[src/hw/ecs_pkg.sv]
// package: constants and types for control-source selection
// Contract
// RQ1: commands come from exactly one chosen source: keypads, host or inputs
// RQ2: keypad source lets hand unit and panel command, with three lock levels
// RQ3: lock level one leaves every key on both keypads working
// RQ4: level two ignores cal, refuses basic menu, ext/service need password
// RQ5: level three ignores cal, range and zero keys; menus as level two
// RQ6: level three leaves only start, stop, vent and volume working
// RQ7: host source ignores all keypad function keys and refuses menu changes
// RQ8: input source takes start, stop and suppress from the discrete lines
// RQ9: a rising edge on the start line begins the start sequence
// RQ10: a rising stop edge stops measuring, or acknowledges a pending error
// RQ11: stop held high longer than the vent delay vents the test port
// RQ12: suppress line high holds the leak-rate reading at zero
// RQ13: suppress line low or open gives the full measurement signal
// RQ14: vent delay is zero, 1 s, 1.5 s or 2 s
// RQ15: stop released before the delay gives standby only, no vent
// RQ16: the no-vent setting never vents from stop key or stop line
// RQ17: discrete inputs are synchronised and edges found from two samples
// RQ18: a counter restarted on each stop rise raises vent past the delay
package ecs_pkg;

    ////////////////////////////////////////////////////////////////////////
    // clock and timing
    localparam int unsigned CLK_FREQ_HZ  = 10_000_000;
    localparam int unsigned CLK_KHZ      = CLK_FREQ_HZ / 1000;
    localparam int unsigned CNT_W        = 25;
    localparam int unsigned VENT_1_MS    = 1000;
    localparam int unsigned VENT_15_MS   = 1500;
    localparam int unsigned VENT_2_MS    = 2000;
    localparam logic [CNT_W-1:0] VENT_1_CYC  = CNT_W'(VENT_1_MS * CLK_KHZ);
    localparam logic [CNT_W-1:0] VENT_15_CYC = CNT_W'(VENT_15_MS * CLK_KHZ);
    localparam logic [CNT_W-1:0] VENT_2_CYC  = CNT_W'(VENT_2_MS * CLK_KHZ);
    localparam logic [CNT_W-1:0] CNT_RST     = 25'h0000000;

    ////////////////////////////////////////////////////////////////////////
    // control source, lock level, vent delay setting
    typedef enum logic [2:0] {
        SRC_KEYS = 3'b001,
        SRC_HOST = 3'b010,
        SRC_EXT  = 3'b100
    } ecs_src_t;

    typedef enum logic [1:0] {
        LOCK_1 = 2'h0,
        LOCK_2 = 2'h1,
        LOCK_3 = 2'h2
    } ecs_lock_t;

    typedef enum logic [2:0] {
        VENT_NOW   = 3'h0,
        VENT_1S    = 3'h1,
        VENT_15S   = 3'h2,
        VENT_2S    = 3'h3,
        VENT_NEVER = 3'h4
    } ecs_vent_t;

    typedef enum logic [2:0] {
        ST_IDLE = 3'b001,
        ST_HOLD = 3'b010,
        ST_DONE = 3'b100
    } ecs_stop_t;

    ////////////////////////////////////////////////////////////////////////
    // key positions and lock masks
    localparam int unsigned KEY_START  = 0;
    localparam int unsigned KEY_STOP   = 1;
    localparam int unsigned KEY_CAL    = 2;
    localparam int unsigned KEY_MANUAL = 3;
    localparam int unsigned KEY_ZERO   = 4;
    localparam int unsigned KEY_VOL_UP = 5;
    localparam int unsigned KEY_VOL_DN = 6;
    localparam int unsigned KEY_OTHER  = 7;
    localparam int unsigned KEY_N      = 8;
    localparam logic [KEY_N-1:0] MASK_L1 = 8'hff;
    localparam logic [KEY_N-1:0] MASK_L2 = 8'hfb;
    localparam logic [KEY_N-1:0] MASK_L3 = 8'h63;
    localparam logic [KEY_N-1:0] MASK_NONE = 8'h00;

    // menu classes
    localparam int unsigned MENU_BASIC = 0;
    localparam int unsigned MENU_EXT   = 1;
    localparam int unsigned MENU_SVC   = 2;
    localparam int unsigned MENU_N     = 3;

    // discrete input pins
    localparam int unsigned PIN_START = 0;
    localparam int unsigned PIN_STOP  = 1;
    localparam int unsigned PIN_ZERO  = 2;
    localparam int unsigned PIN_N     = 3;
    localparam logic [PIN_N-1:0] PIN_RST = 3'h0;

endpackage

[src/hw/ecs_ext_if.sv]
// interface: conditioned discrete inputs between conditioner and core
`timescale 1ns/100ps
interface ecs_ext_if;
    logic start_rise;
    logic stop_rise;
    logic stop_lvl;
    logic zero_lvl;

    modport drv (
        output start_rise,
        output stop_rise,
        output stop_lvl,
        output zero_lvl
    );
    modport use_side (
        input  start_rise,
        input  stop_rise,
        input  stop_lvl,
        input  zero_lvl
    );
endinterface

[src/hw/ecs_in_cond.sv]
// module: synchroniser and edge finder for the discrete inputs
`timescale 1ns/100ps
module ecs_in_cond
    import ecs_pkg::*;
(
    input  wire logic                     core_clk,
    input  wire logic                     rst,
    input  wire logic [ecs_pkg::PIN_N-1:0] ext_pins,
    ecs_ext_if.drv                        ext
);

    typedef struct packed {
        logic [PIN_N-1:0] s1;
        logic [PIN_N-1:0] s2;
        logic [PIN_N-1:0] prev;
    } ecs_cond_st_t;

    ecs_cond_st_t q;
    ecs_cond_st_t d;
    logic [PIN_N-1:0] rise;

    ////////////////////////////////////////////////////////////////////////
    // two-stage sync, then one more stage as the previous sample
    always_comb begin
        d      = q;
        d.s1   = ext_pins;       // [RQ17]
        d.s2   = q.s1;           // [RQ17]
        d.prev = q.s2;
    end

    always_ff @(posedge core_clk or posedge rst) begin
        if (rst) begin
            q <= '{s1: PIN_RST, s2: PIN_RST, prev: PIN_RST};
        end else begin
            q <= d;
        end
    end

    // edge from two consecutive synchronised samples
    genvar i;
    generate
        for (i = 0; i < PIN_N; i++) begin : g_edge
            assign rise[i] = q.s2[i] & ~q.prev[i]; // [RQ17]
        end
    endgenerate

    assign ext.start_rise = rise[PIN_START];
    assign ext.stop_rise  = rise[PIN_STOP];
    assign ext.stop_lvl   = q.s2[PIN_STOP];
    assign ext.zero_lvl   = q.s2[PIN_ZERO];

endmodule

[src/hw/ecs_ctrl.sv]
// module: control-source selection, key locks and stop/vent timing
`timescale 1ns/100ps
module ecs_ctrl #(
    parameter logic [ecs_pkg::CNT_W-1:0] VENT_1_CYC  = ecs_pkg::VENT_1_CYC,
    parameter logic [ecs_pkg::CNT_W-1:0] VENT_15_CYC = ecs_pkg::VENT_15_CYC,
    parameter logic [ecs_pkg::CNT_W-1:0] VENT_2_CYC  = ecs_pkg::VENT_2_CYC
) (
    input  wire logic                      core_clk,
    input  wire logic                      rst,
    input  wire ecs_pkg::ecs_src_t         src_sel,
    input  wire ecs_pkg::ecs_lock_t        lock_lvl,
    input  wire ecs_pkg::ecs_vent_t        vent_sel,
    input  wire logic [ecs_pkg::KEY_N-1:0]  hand_keys,
    input  wire logic [ecs_pkg::KEY_N-1:0]  panel_keys,
    input  wire logic [ecs_pkg::MENU_N-1:0] menu_req,
    input  wire logic                      pwd_ok,
    input  wire logic                      host_start,
    input  wire logic                      host_stop,
    input  wire logic                      host_zero,
    input  wire logic                      host_vent,
    input  wire logic                      ext_start_pin,
    input  wire logic                      ext_stop_pin,
    input  wire logic                      ext_zero_pin,
    input  wire logic                      err_pending,
    output logic                           cmd_start,
    output logic                           cmd_stop,
    output logic                           cmd_ack,
    output logic                           cmd_vent,
    output logic                           cmd_cal,
    output logic                           cmd_manual,
    output logic                           cmd_zero,
    output logic                           vol_up,
    output logic                           vol_dn,
    output logic                           key_other,
    output logic                           bg_suppress,
    output logic [ecs_pkg::MENU_N-1:0]      menu_grant,
    output logic [ecs_pkg::MENU_N-1:0]      menu_refuse,
    output logic                           stop_held
);
    import ecs_pkg::*;

    typedef struct packed {
        ecs_stop_t         st;
        logic [CNT_W-1:0]  cnt;
        logic              key_stop_prev;
        logic              start;
        logic              stop;
        logic              ack;
        logic              vent;
        logic              cal;
        logic              manual;
        logic              zero;
        logic              up;
        logic              dn;
        logic              other;
        logic              bg;
        logic [MENU_N-1:0] grant;
        logic [MENU_N-1:0] refuse;
    } ecs_ctrl_st_t;

    localparam ecs_ctrl_st_t RST_ST = '{
        st: ST_IDLE, cnt: CNT_RST, grant: 3'h0, refuse: 3'h0, default: 1'b0
    };

    ecs_ctrl_st_t q;
    ecs_ctrl_st_t d;
    ecs_ext_if    ext ();

    logic [KEY_N-1:0] keys;
    logic [KEY_N-1:0] kmask;
    logic [KEY_N-1:0] kgo;
    logic             stop_lvl;
    logic             stop_rise;
    logic             is_keys;
    logic             is_host;
    logic             is_ext;
    logic             vent_ok;
    logic [CNT_W-1:0] lim;

    ////////////////////////////////////////////////////////////////////////
    // input conditioning for the connector lines
    ecs_in_cond u_cond (
        .core_clk (core_clk),
        .rst      (rst),
        .ext_pins ({ext_zero_pin, ext_stop_pin, ext_start_pin}),
        .ext      (ext.drv)
    );

    ////////////////////////////////////////////////////////////////////////
    // key permission from source and lock level
    function automatic logic [KEY_N-1:0] key_mask(ecs_src_t s, ecs_lock_t l);
        logic [KEY_N-1:0] m;
        m = MASK_NONE;
        if (s == SRC_KEYS) begin
            unique case (l)
                LOCK_1:  m = MASK_L1;
                LOCK_2:  m = MASK_L2;
                LOCK_3:  m = MASK_L3;
                default: m = MASK_L3;  // unknown code: strictest lock
            endcase
        end
        return m;
    endfunction

    // source decode; only one source acts at a time
    assign is_keys = (src_sel == SRC_KEYS);         // [RQ1]
    assign is_host = (src_sel == SRC_HOST);         // [RQ1]
    assign is_ext  = (src_sel == SRC_EXT);          // [RQ1]

    // both keypads merged, then gated by the lock
    assign keys  = hand_keys | panel_keys;          // [RQ2]
    assign kmask = key_mask(src_sel, lock_lvl);     // [RQ3] [RQ4] [RQ5] [RQ7]
    assign kgo   = keys & kmask;                    // [RQ6]

    // stop level and edge from the external line or the keypad, whichever is selected; none under host
    always_comb begin
        stop_lvl  = 1'b0;
        stop_rise = 1'b0;
        if (is_ext) begin
            stop_lvl  = ext.stop_lvl;               // [RQ8]
            stop_rise = ext.stop_rise;              // [RQ10]
        end else if (is_keys) begin
            stop_lvl  = kgo[KEY_STOP];
            stop_rise = kgo[KEY_STOP] & ~q.key_stop_prev;
        end
    end

    // vent delay decode
    always_comb begin
        lim     = CNT_RST;
        vent_ok = 1'b1;
        unique case (vent_sel)
            VENT_NOW:   lim = CNT_RST;              // [RQ14]
            VENT_1S:    lim = VENT_1_CYC;           // [RQ14]
            VENT_15S:   lim = VENT_15_CYC;          // [RQ14]
            VENT_2S:    lim = VENT_2_CYC;           // [RQ14]
            default:    vent_ok = 1'b0;             // [RQ16]
        endcase
    end

    ////////////////////////////////////////////////////////////////////////
    // next state: commands and stop/vent timing
    always_comb begin
        d               = q;
        d.key_stop_prev = kgo[KEY_STOP];
        d.vent          = is_host & host_vent;

        // start from the selected source only
        d.start = is_ext  ? ext.start_rise :        // [RQ9]
                  is_host ? host_start : kgo[KEY_START];

        // stop edge stops, or acknowledges an error instead
        d.stop = (stop_rise | (is_host & host_stop)) & ~err_pending; // [RQ10]
        d.ack  = (stop_rise | (is_host & host_stop)) & err_pending;  // [RQ10]

        // keypad function outputs
        d.cal    = kgo[KEY_CAL];
        d.manual = kgo[KEY_MANUAL];
        d.zero   = kgo[KEY_ZERO] | (is_host & host_zero);
        d.up     = kgo[KEY_VOL_UP];
        d.dn     = kgo[KEY_VOL_DN];
        d.other  = kgo[KEY_OTHER];

        // suppress follows the line level, low when open
        d.bg = is_ext & ext.zero_lvl;               // [RQ12] [RQ13]

        // menu access: free at level one, ext/service by password above, none otherwise
        d.grant = 3'h0;
        if (is_keys) begin
            if (lock_lvl == LOCK_1) begin
                d.grant = menu_req;                 // [RQ3]
            end else if (pwd_ok) begin
                d.grant[MENU_EXT] = menu_req[MENU_EXT]; // [RQ4] [RQ5]
                d.grant[MENU_SVC] = menu_req[MENU_SVC]; // [RQ4] [RQ5]
            end
        end
        d.refuse = menu_req & ~d.grant;             // [RQ7]

        // stop hold timer; counter restarts on each rising edge
        unique case (q.st)
            ST_IDLE: begin
                if (stop_rise) begin
                    d.cnt = CNT_W'(1);              // [RQ18]
                    if (!vent_ok) begin
                        d.st = ST_DONE;             // [RQ16]
                    end else if (lim == CNT_RST) begin
                        d.vent = 1'b1;              // [RQ14]
                        d.st   = ST_DONE;
                    end else begin
                        d.st = ST_HOLD;
                    end
                end
            end
            ST_HOLD: begin
                if (!stop_lvl) begin
                    d.st = ST_IDLE;                 // [RQ15]
                end else if (!vent_ok) begin
                    d.st = ST_DONE;                 // [RQ16]
                end else if (q.cnt >= lim) begin
                    d.vent = 1'b1;                  // [RQ11] [RQ18]
                    d.st   = ST_DONE;
                end else begin
                    d.cnt = CNT_W'(q.cnt + 1'b1);   // [RQ18]
                end
            end
            ST_DONE: begin
                if (!stop_lvl) begin
                    d.st = ST_IDLE;
                end
            end
            default: d.st = ST_IDLE;
        endcase
    end

    always_ff @(posedge core_clk or posedge rst) begin
        if (rst) begin
            q <= RST_ST;
        end else begin
            q <= d;
        end
    end

    ////////////////////////////////////////////////////////////////////////
    // outputs from flip-flops
    assign cmd_start   = q.start;
    assign cmd_stop    = q.stop;
    assign cmd_ack     = q.ack;
    assign cmd_vent    = q.vent;
    assign cmd_cal     = q.cal;
    assign cmd_manual  = q.manual;
    assign cmd_zero    = q.zero;
    assign vol_up      = q.up;
    assign vol_dn      = q.dn;
    assign key_other   = q.other;
    assign bg_suppress = q.bg;
    assign menu_grant  = q.grant;
    assign menu_refuse = q.refuse;
    assign stop_held   = (q.st == ST_HOLD);
endmodule

[config.mk]
export PLATFORM = sky130hd
export DESIGN_NAME = ecs_ctrl
export DESIGN_NICKNAME = d
export VERILOG_FILES = /design/src/hw/ecs_pkg.sv /design/src/hw/ecs_ext_if.sv /design/src/hw/ecs_in_cond.sv /design/src/hw/ecs_ctrl.sv
export SDC_FILE = /design/constraint.sdc
export NUM_CORES = 1
export LEC_CHECK = 0
export BUFFER_PORTS_ARGS = -buffer_cell sky130_fd_sc_hd__clkbuf_2
export CELL_PAD_IN_SITES_DETAIL_PLACEMENT = 1
export CELL_PAD_IN_SITES_GLOBAL_PLACEMENT = 1
export CORE_ASPECT_RATIO = 1.75
export CORE_MARGIN = 3
export CORE_UTILIZATION = 44
export CTS_BUF_LIST = sky130_fd_sc_hd__clkbuf_2 sky130_fd_sc_hd__clkbuf_4 sky130_fd_sc_hd__clkbuf_8
export CTS_CLUSTER_DIAMETER = 80
export DETAILED_ROUTE_END_ITERATION = 12
export HOLD_SLACK_MARGIN = 0.03
export PLACE_DENSITY = 0.82
export SLEW_MARGIN = 10
export SYNTH_ARGS = -nofsm -noshare
export SYNTH_HDL_FRONTEND = slang
export SYNTH_SLANG_ARGS = --single-unit
[constraint.sdc]
create_clock -name core_clk -period 3.14 [get_ports core_clk]
set_input_delay 0.157 -clock core_clk [delete_from_list [all_inputs] [get_ports core_clk]]
set_output_delay 0.157 -clock core_clk [all_outputs]
set_load 0.005 [all_outputs]
==> run summary, run 1 <==
Leak pwr = 1.60 nW
CTS HTree Levels = 2
Multi-input gate area = 0.00158 sq mm
Highest routed layer = met4
Slowest library cell on the worst path = or4_1
Total gr overflow = 0
Total Die Area = 0.00816 sq mm
Synth Cell Area = 0.00311 sq mm
Global-route usage over all layers = 0.214
Placer Congestion = 0.883
Place WS = 0.0226 ns
Post-route cell area = 0.00357 sq mm
Fin crit share = 0.888
CP Cell Sequence = clkbuf_2, buf_4, nand2b_1, nor2_1, inv_1, ha_1, a21o_1, a21o_1, a22oi_1, nand4_1, buf_4, or4_1, a21oi_1
Total routed wirelength = 8390 um
Yosys top cell by area = dfrtp_1
Yosys reg bits = 54
Clock Latency Late Sink = 0.31 ns
First drt pass iteration count = 4
Final Hold Fails = 0
Syn_nets = 378
Initial Utilization = 0.454
Layout cell share with drive strength beyond 1 = 0.210
RSZ-0062 raised after global routing = no
Vias in the first global route = 2952
Sink Count = 54
Diodes inserted = 0
Cts repair resizes = 0
Slowest Stage Delay on Critical Path = 0.52 ns
FP Rows = 40
Max_cap viols = 0
Register area share after synthesis = 0.435
Placed cell areas = 0.00338 sq mm
Crit path time final = 2.79 ns
First-pass GRT wire length = 13700 um
Fill count = 791
Core Area = 0.00686 sq mm
Slew headroom = 0.425
Reg area = 0.00135 sq mm
Maximum VDD drop = 0.409 mV
Outcome = finished clean
Leading post-synthesis cells by cell area = dfrtp_1 (43%), ha_1 (8.0%), a21oi_1 (5.6%)
Crit-path max FO = 26
Number of buffers and inverters on the critical path = 4
Layout Area Growth over Synthesis = 14.8%
Initial antenna violation count = 0
Final hold slack = 0.0447 ns
Largest net degree at the start of global routing = 42
Port Buf Inserts = 55
Worst Setup Start Kind = primary input
Async SR Flop Fraction = 1.00
DP Wirelength = 6370 um
Number of flops mapped to enable cells by yosys = 0
Drt initial violations = 74
Syn Area/Cell = 9.72 sq um
Routed via count = 2740
Worst Path Required = 3.38 ns
Final ANT Viol Nets = 0
Crit Path Class = primary input to register
Post-synth cell types = 50
Synth warn = 0
Synth Flop Type = dfrtp_1
Hold_buf cts = 7
CTS tree = done
Arrival time of the worst setup path = 3.03 ns
Clock Skews = 0.00770 ns
Worst Tran Pin Value = 0.861 ns
Final setup fails = 0
Clock buffer count from CTS = 5
Worst-path clk slew = 0.09 ns
Cells after synthesis = 320
Met3 wire length = 299 um
M1 wire length = 3190 um
# DRC = 0
FMAX = 359 MHz
Post-CTS Setup Bufs = 0
Boundary pin count = 56
Worst setup margin = 0.351 ns
Met2 wire length = 4690 um
Synth top area share = 0.426
Power per standard cell area = 383 mW/mm^2
Drt wl/cell = 18.4 um
Clock root buffer = clkbuf_8
Slew Limit Fails = 0
Hold/Removal Path Class = primary input to register
Setup total negative slack = 0 ns
Drt via density = 6.01
Die H = 117 um
Worst setup EP type = register
Die W = 69.6 um
Max clock buf depth = 2
Nets = 429
CP delay by family, top = simple AND/OR/NAND/NOR gates
==> per-layer routing <==
| layer | vias up | GRT usage |
|---|---|---|
| met5 | - | 0 |
| li1 | 1288 | - |
| met2 | 74 | 0.425 |
| met1 | 1363 | 0.214 |
| met4 | 0 | 0.100 |
| met3 | 15 | 0.0350 |
==> layout make-up <==
cell class                      count  share of cell area
Clock buffer                        7              0.0252
Clock inverter                      1             0.00841
Inverter                            9             0.00946
Multi-Input combinational cell    234               0.441
Sequential cell                    54               0.379
Tap cell                           84              0.0294
Timing Repair Buffer               67               0.107
==> where the power goes <==
group          switching (mW)  leakage, nW  internal, mW
Clock                   0.225       0.0619         0.269
Combinational          0.0932        0.824        0.0600
Sequential            0.00787        0.716         0.711
==> registers in the layout, indices dropped and copies added (netlist names) <==
signal               cells
cmd_stop                 1
vol_dn                   1
menu_refuse              3
cmd_ack                  1
q                       29
cmd_cal                  1
u_cond.q                 2
bg_suppress              1
cmd_vent                 1
cmd_zero                 1
menu_grant               3
cmd_manual               1
key_other                1
vol_up                   1
u_cond.d                 4
cmd_start                1
u_cond.ext.zero_lvl      1
u_cond.ext.stop_lvl      1
==> cells by family (layout without fill, tap and decap cells) <==
group	count (synthesis)	in the layout	synth area share
muxes	1	1	0.00322
AOI/OAI and AO/OA	84	84	0.177
adders and majority gates	20	20	0.0804
and+or+nand+nor	129	129	0.246
DFF	54	54	0.435
buffers and inverters	32	84	0.0587
==> cells in the mapped netlist (2+ instances only) <==
master / number
nand2b_1: 5
nand3b_1: 3
or3_1: 2
buf_2: 2
buf_4: 7
nor3_1: 4
inv_1: 9
o22ai_1: 2
nand3_1: 5
nor4_1: 3
and3_1: 6
a21oi_1: 35
a21o_1: 3
nor2b_1: 4
o21ai_0: 7
and4_1: 2
and2_1: 5
o21a_1: 6
dfrtp_1: 53
or4_1: 20
o211ai_1: 2
nand4b_1: 3
ha_1: 20
nor3b_1: 5
buf_6: 3
nand2_1: 23
o31ai_1: 21
nor2_1: 19
nand4_1: 12
clkbuf_1: 9
==> cell usage in the layout, fill, tap and decap left out, types with 3 or more instances in the layout <==
master | synthesis | layout
o31ai_1 | 21 | 21
nor3_1 | 4 | 4
o21ai_0 | 7 | 7
nand2_1 | 23 | 23
inv_1 | 9 | 8
a21oi_1 | 35 | 35
ha_1 | 20 | 20
dfrtp_1 | 53 | 53
nor3b_1 | 5 | 5
nand3_1 | 5 | 5
or4_1 | 20 | 20
and2_1 | 5 | 5
nand3b_1 | 3 | 3
nor2b_1 | 4 | 4
a21o_1 | 3 | 3
o21a_1 | 6 | 6
nor2_1 | 19 | 19
and3_1 | 6 | 6
nand4_1 | 12 | 12
clkbuf_2 | 0 | 55
buf_4 | 7 | 5
dlygate4sd3_1 | 0 | 7
nand4b_1 | 3 | 3
nand2b_1 | 5 | 5
clkbuf_8 | 0 | 6
nor4_1 | 3 | 3
==> path summary, 6_finish.rpt <==
| check | slack [ns] | from | cells after the start | to |
|---|---|---|---|---|
| max in group asynchronous | 1.77 | rst | 4 | q[43] |
| worst min register to register | 0.36 | u_cond.d[5] | 0 | u_cond.ext.zero_lvl |
| worst max-delay path | 0.35 | vent_sel[2] | 13 | q[39] |
| worst min-delay path | 0.04 | hand_keys[2] | 2 | cmd_cal |
| worst max register to register | 0.53 | q[25] | 8 | q[39] |
| min in group asynchronous | 0.57 | rst | 3 | q[30] |
==> metrics by stage <==
stage          power, mW  cells  utilization
6_report            1.37    456        0.521
5_1_grt             1.42    456        0.521
4_1_cts             1.38    456        0.521
3_5_place_dp       0.880    441        0.493
3_3_place_gp       0.874    441        0.493
2_1_floorplan      0.823    320            -
Power figures use the tool's default switching activity.
==> run 2: changes to the inputs <==
- SYNTH_HIERARCHICAL: not set -> 1
==> run 2 against run 1 <==
Count of clock-buffer cells in the layout decreased by 1. Sequential power is 3.3% higher. Worst hold slack worse by 0.012 ns. Synthesized area increased by 0.44%. Clock skew fell by 0.0040 ns. Wire length rose by 15%. Utilization is 1.2 points higher. Via count grew 6.1%. First-iteration DRC count rose by 62%. Register-to-register slack got worse by 0.10 ns. Worst setup slack worse by 0.035 ns. Largest power group unchanged.
==> run summary, run 2 <==
Slowest Stage Delay on Critical Path = 0.56 ns
Die H = 117 um
Boundary pin count = 56
Clock Latency Late Sink = 0.32 ns
Final setup fails = 0
Outcome = finished clean
Crit-path max FO = 16
Initial Utilization = 0.453
First-pass GRT wire length = 15800 um
Sw power = 386 uW
Diodes inserted = 0
FP Rows = 40
Yosys top cell by area = dfrtp_1
Synth top area share = 0.424
Sw frac = 0.268
Placed cell areas = 0.00349 sq mm
Worst Setup Start Kind = primary input
Port Buf Inserts = 55
Drt via density = 6.05
Flip-flop count of the largest register after layout = 29
Syn Area/Cell = 9.39 sq um
Sink Count = 54
Hold path depth = 3
Synth warn = 6
Worst Tran Pin Value = 0.989 ns
Nets = 453
Worst Path Required = 3.36 ns
Hold_buf cts = 8
Layout cell share with drive strength beyond 1 = 0.210
Fin crit share = 0.899
RSZ-0062 raised after global routing = no
Combinational share of power = 0.143
Yosys reg bits = 54
DP Wirelength = 7000 um
Slew headroom = 0.340
Part of the power in registers = 0.517
Place WS = -0.0162 ns
Arrival time of the worst setup path = 3.04 ns
Die W = 69.7 um
Maximum VDD drop = 0.378 mV
Final ANT Viol Nets = 0
Placer Congestion = 0.888
RR Endpoint = q[26]
CTS tree = done
Largest net degree at the start of global routing = 47
Async SR Flop Fraction = 1.00
Total Power = 1.44 mW
Power per standard cell area = 391 mW/mm^2
Clock root buffer = clkbuf_8
Drt wl/cell = 20.2 um
FF-to-FF path depth = 8
Number of flops mapped to enable cells by yosys = 0
Drt initial violations = 120
Syn_nets = 391
Clock Power Share = 0.341
Crit path from = vent_sel[2]
Finished Layout Cells = 480
Highest routed layer = met4
Worst-path clk slew = 0.10 ns
Most instantiated cells after synthesis = dfrtp_1 (53), nand2_1 (34), a21oi_1 (28)
Most frequent cell after synthesis = dfrtp_1
Number of buffers and inverters on the critical path = 2
Max_cap viols = 0
Reg2reg start = q[40]
Post-route cell area = 0.00368 sq mm
Hold/Removal Path Class = primary input to register
Total Die Area = 0.00819 sq mm
Slew Limit Fails = 0
Placed cells = 464
R2R Setup Slk = 0.43 ns
Crit path capture = q[23]
Total gr overflow = 0
Biggest register = q
Total routed wirelength = 9680 um
First drt pass iteration count = 6
Global-route usage over all layers = 0.245
Leak pwr = 1.70 nW
Post-synth cell types = 52
Most frequent cells in the layout = clkbuf_2 (55), dfrtp_1 (53), nand2_1 (34)
Cts repair resizes = 0
Post-CTS Setup Bufs = 0
Cells after synthesis = 333
FMAX = 354 MHz
Initial antenna violation count = 0
CTS HTree Levels = 2
Critical Path Most Common Cell = nand4_1
Slowest library cell on the worst path = or4_1
Core Area = 0.00691 sq mm
Routed via count = 2906
Synth Flop Type = dfrtp_1
M1 wire length = 3230 um
Register area share after synthesis = 0.433
# DRC = 0
CP Cell Sequence = clkbuf_2, nand2b_1, or2_2, nor2b_1, ha_1, nand4_1, or4_1, a31o_2, nand4_1, buf_4, a211oi_1, nor3_1
Most common cell after layout, fill and taps aside = clkbuf_2
Clock Skews = 0.00367 ns
Max clock buf depth = 2
Synth Cell Area = 0.00313 sq mm
Crit path time final = 2.82 ns
Int Pwr = 1.05 mW
Final Hold Fails = 0
Vias in the first global route = 3265
Layout Area Growth over Synthesis = 17.8%
Clock buffer count from CTS = 5
WP depth = 12
Worst setup margin = 0.316 ns
Leading post-synthesis cells by cell area = dfrtp_1 (42%), ha_1 (8.0%), a21oi_1 (4.5%)
Crit Path Class = primary input to register
CP delay by family, top = simple AND/OR/NAND/NOR gates
Final core occ = 0.533
Worst setup EP type = register
Met3 wire length = 402 um
Met2 wire length = 5650 um
run 2: worst min path at each step:
| stage | start | end | slack [ns] |
|---|---|---|---|
| global route | hand_keys[2] | cmd_cal | 0.04 |
| detailed placement | rst | u_cond/d[3] | 0.11 |
| CTS | menu_req[2] | menu_grant[2] | 0.03 |
| finish | menu_req[2] | menu_grant[2] | 0.03 |
| global placement | rst | u_cond/d[3] | 0.10 |
| floorplan | rst | u_cond/d[0] | -0.03 |
run 2: power groups by stage:
stage          Clock, mW  Combinational [mW]  Sequential (mW)
6_report           0.490               0.205            0.743
5_1_grt            0.525               0.229            0.746
4_1_cts            0.501               0.203            0.740
3_5_place_dp           0               0.194            0.754
3_3_place_gp           0               0.184            0.753
2_1_floorplan          0               0.116            0.750
run 2: logic make-up (layout without fill, tap and decap cells):
logic type               after synthesis  after routing  share of synthesized area
AO/OA/AOI/OAI                         82             82                      0.169
XOR/XNOR                               1              1                    0.00280
adder cells (fa/ha/maj)               20             20                     0.0801
buffers and inverters                 33             96                     0.0520
flip-flops                            54             54                      0.433
multiplexers                           3              3                    0.00961
AND/OR/NAND/NOR                      140            140                      0.253
run 2: worst reg2reg max path, cell delays in order, from the launching register on:
cell and delay, ns:
dfrtp_1 0.42, ha_1 0.34, a21o_1 0.19, a21o_1 0.18, a22oi_1 0.27, nand4_1 0.25, a2111oi_0 0.57, buf_4 0.21
mux2i_1 0.20
run 2: area by class of cell:
cell class	count	area, sq um
clock inverter	2	37.5
inverter	15	56.3
sequential	54	1350
fill	829	3230
tap	84	105
multi-input combinational	246	1610
clock buffer	6	76.3
timing repair buffer	73	443
run 2: through the flow:
| step | TNS, ns | hold slack (ns) |
|---|---|---|
| finish | 0 | 0.0325 |
| global route | 0 | 0.0382 |
| CTS | 0 | 0.0325 |
| detailed placement | -0.0162 | 0.111 |
| global placement | 0 | 0.101 |
| floorplan | 0 | -0.0273 |
run 2: layer usage:
metal  track usage  up-vias
met5             0        -
met4         0.138        0
met3        0.0538       27
met2         0.476       81
met1         0.224     1454
li1              -     1344
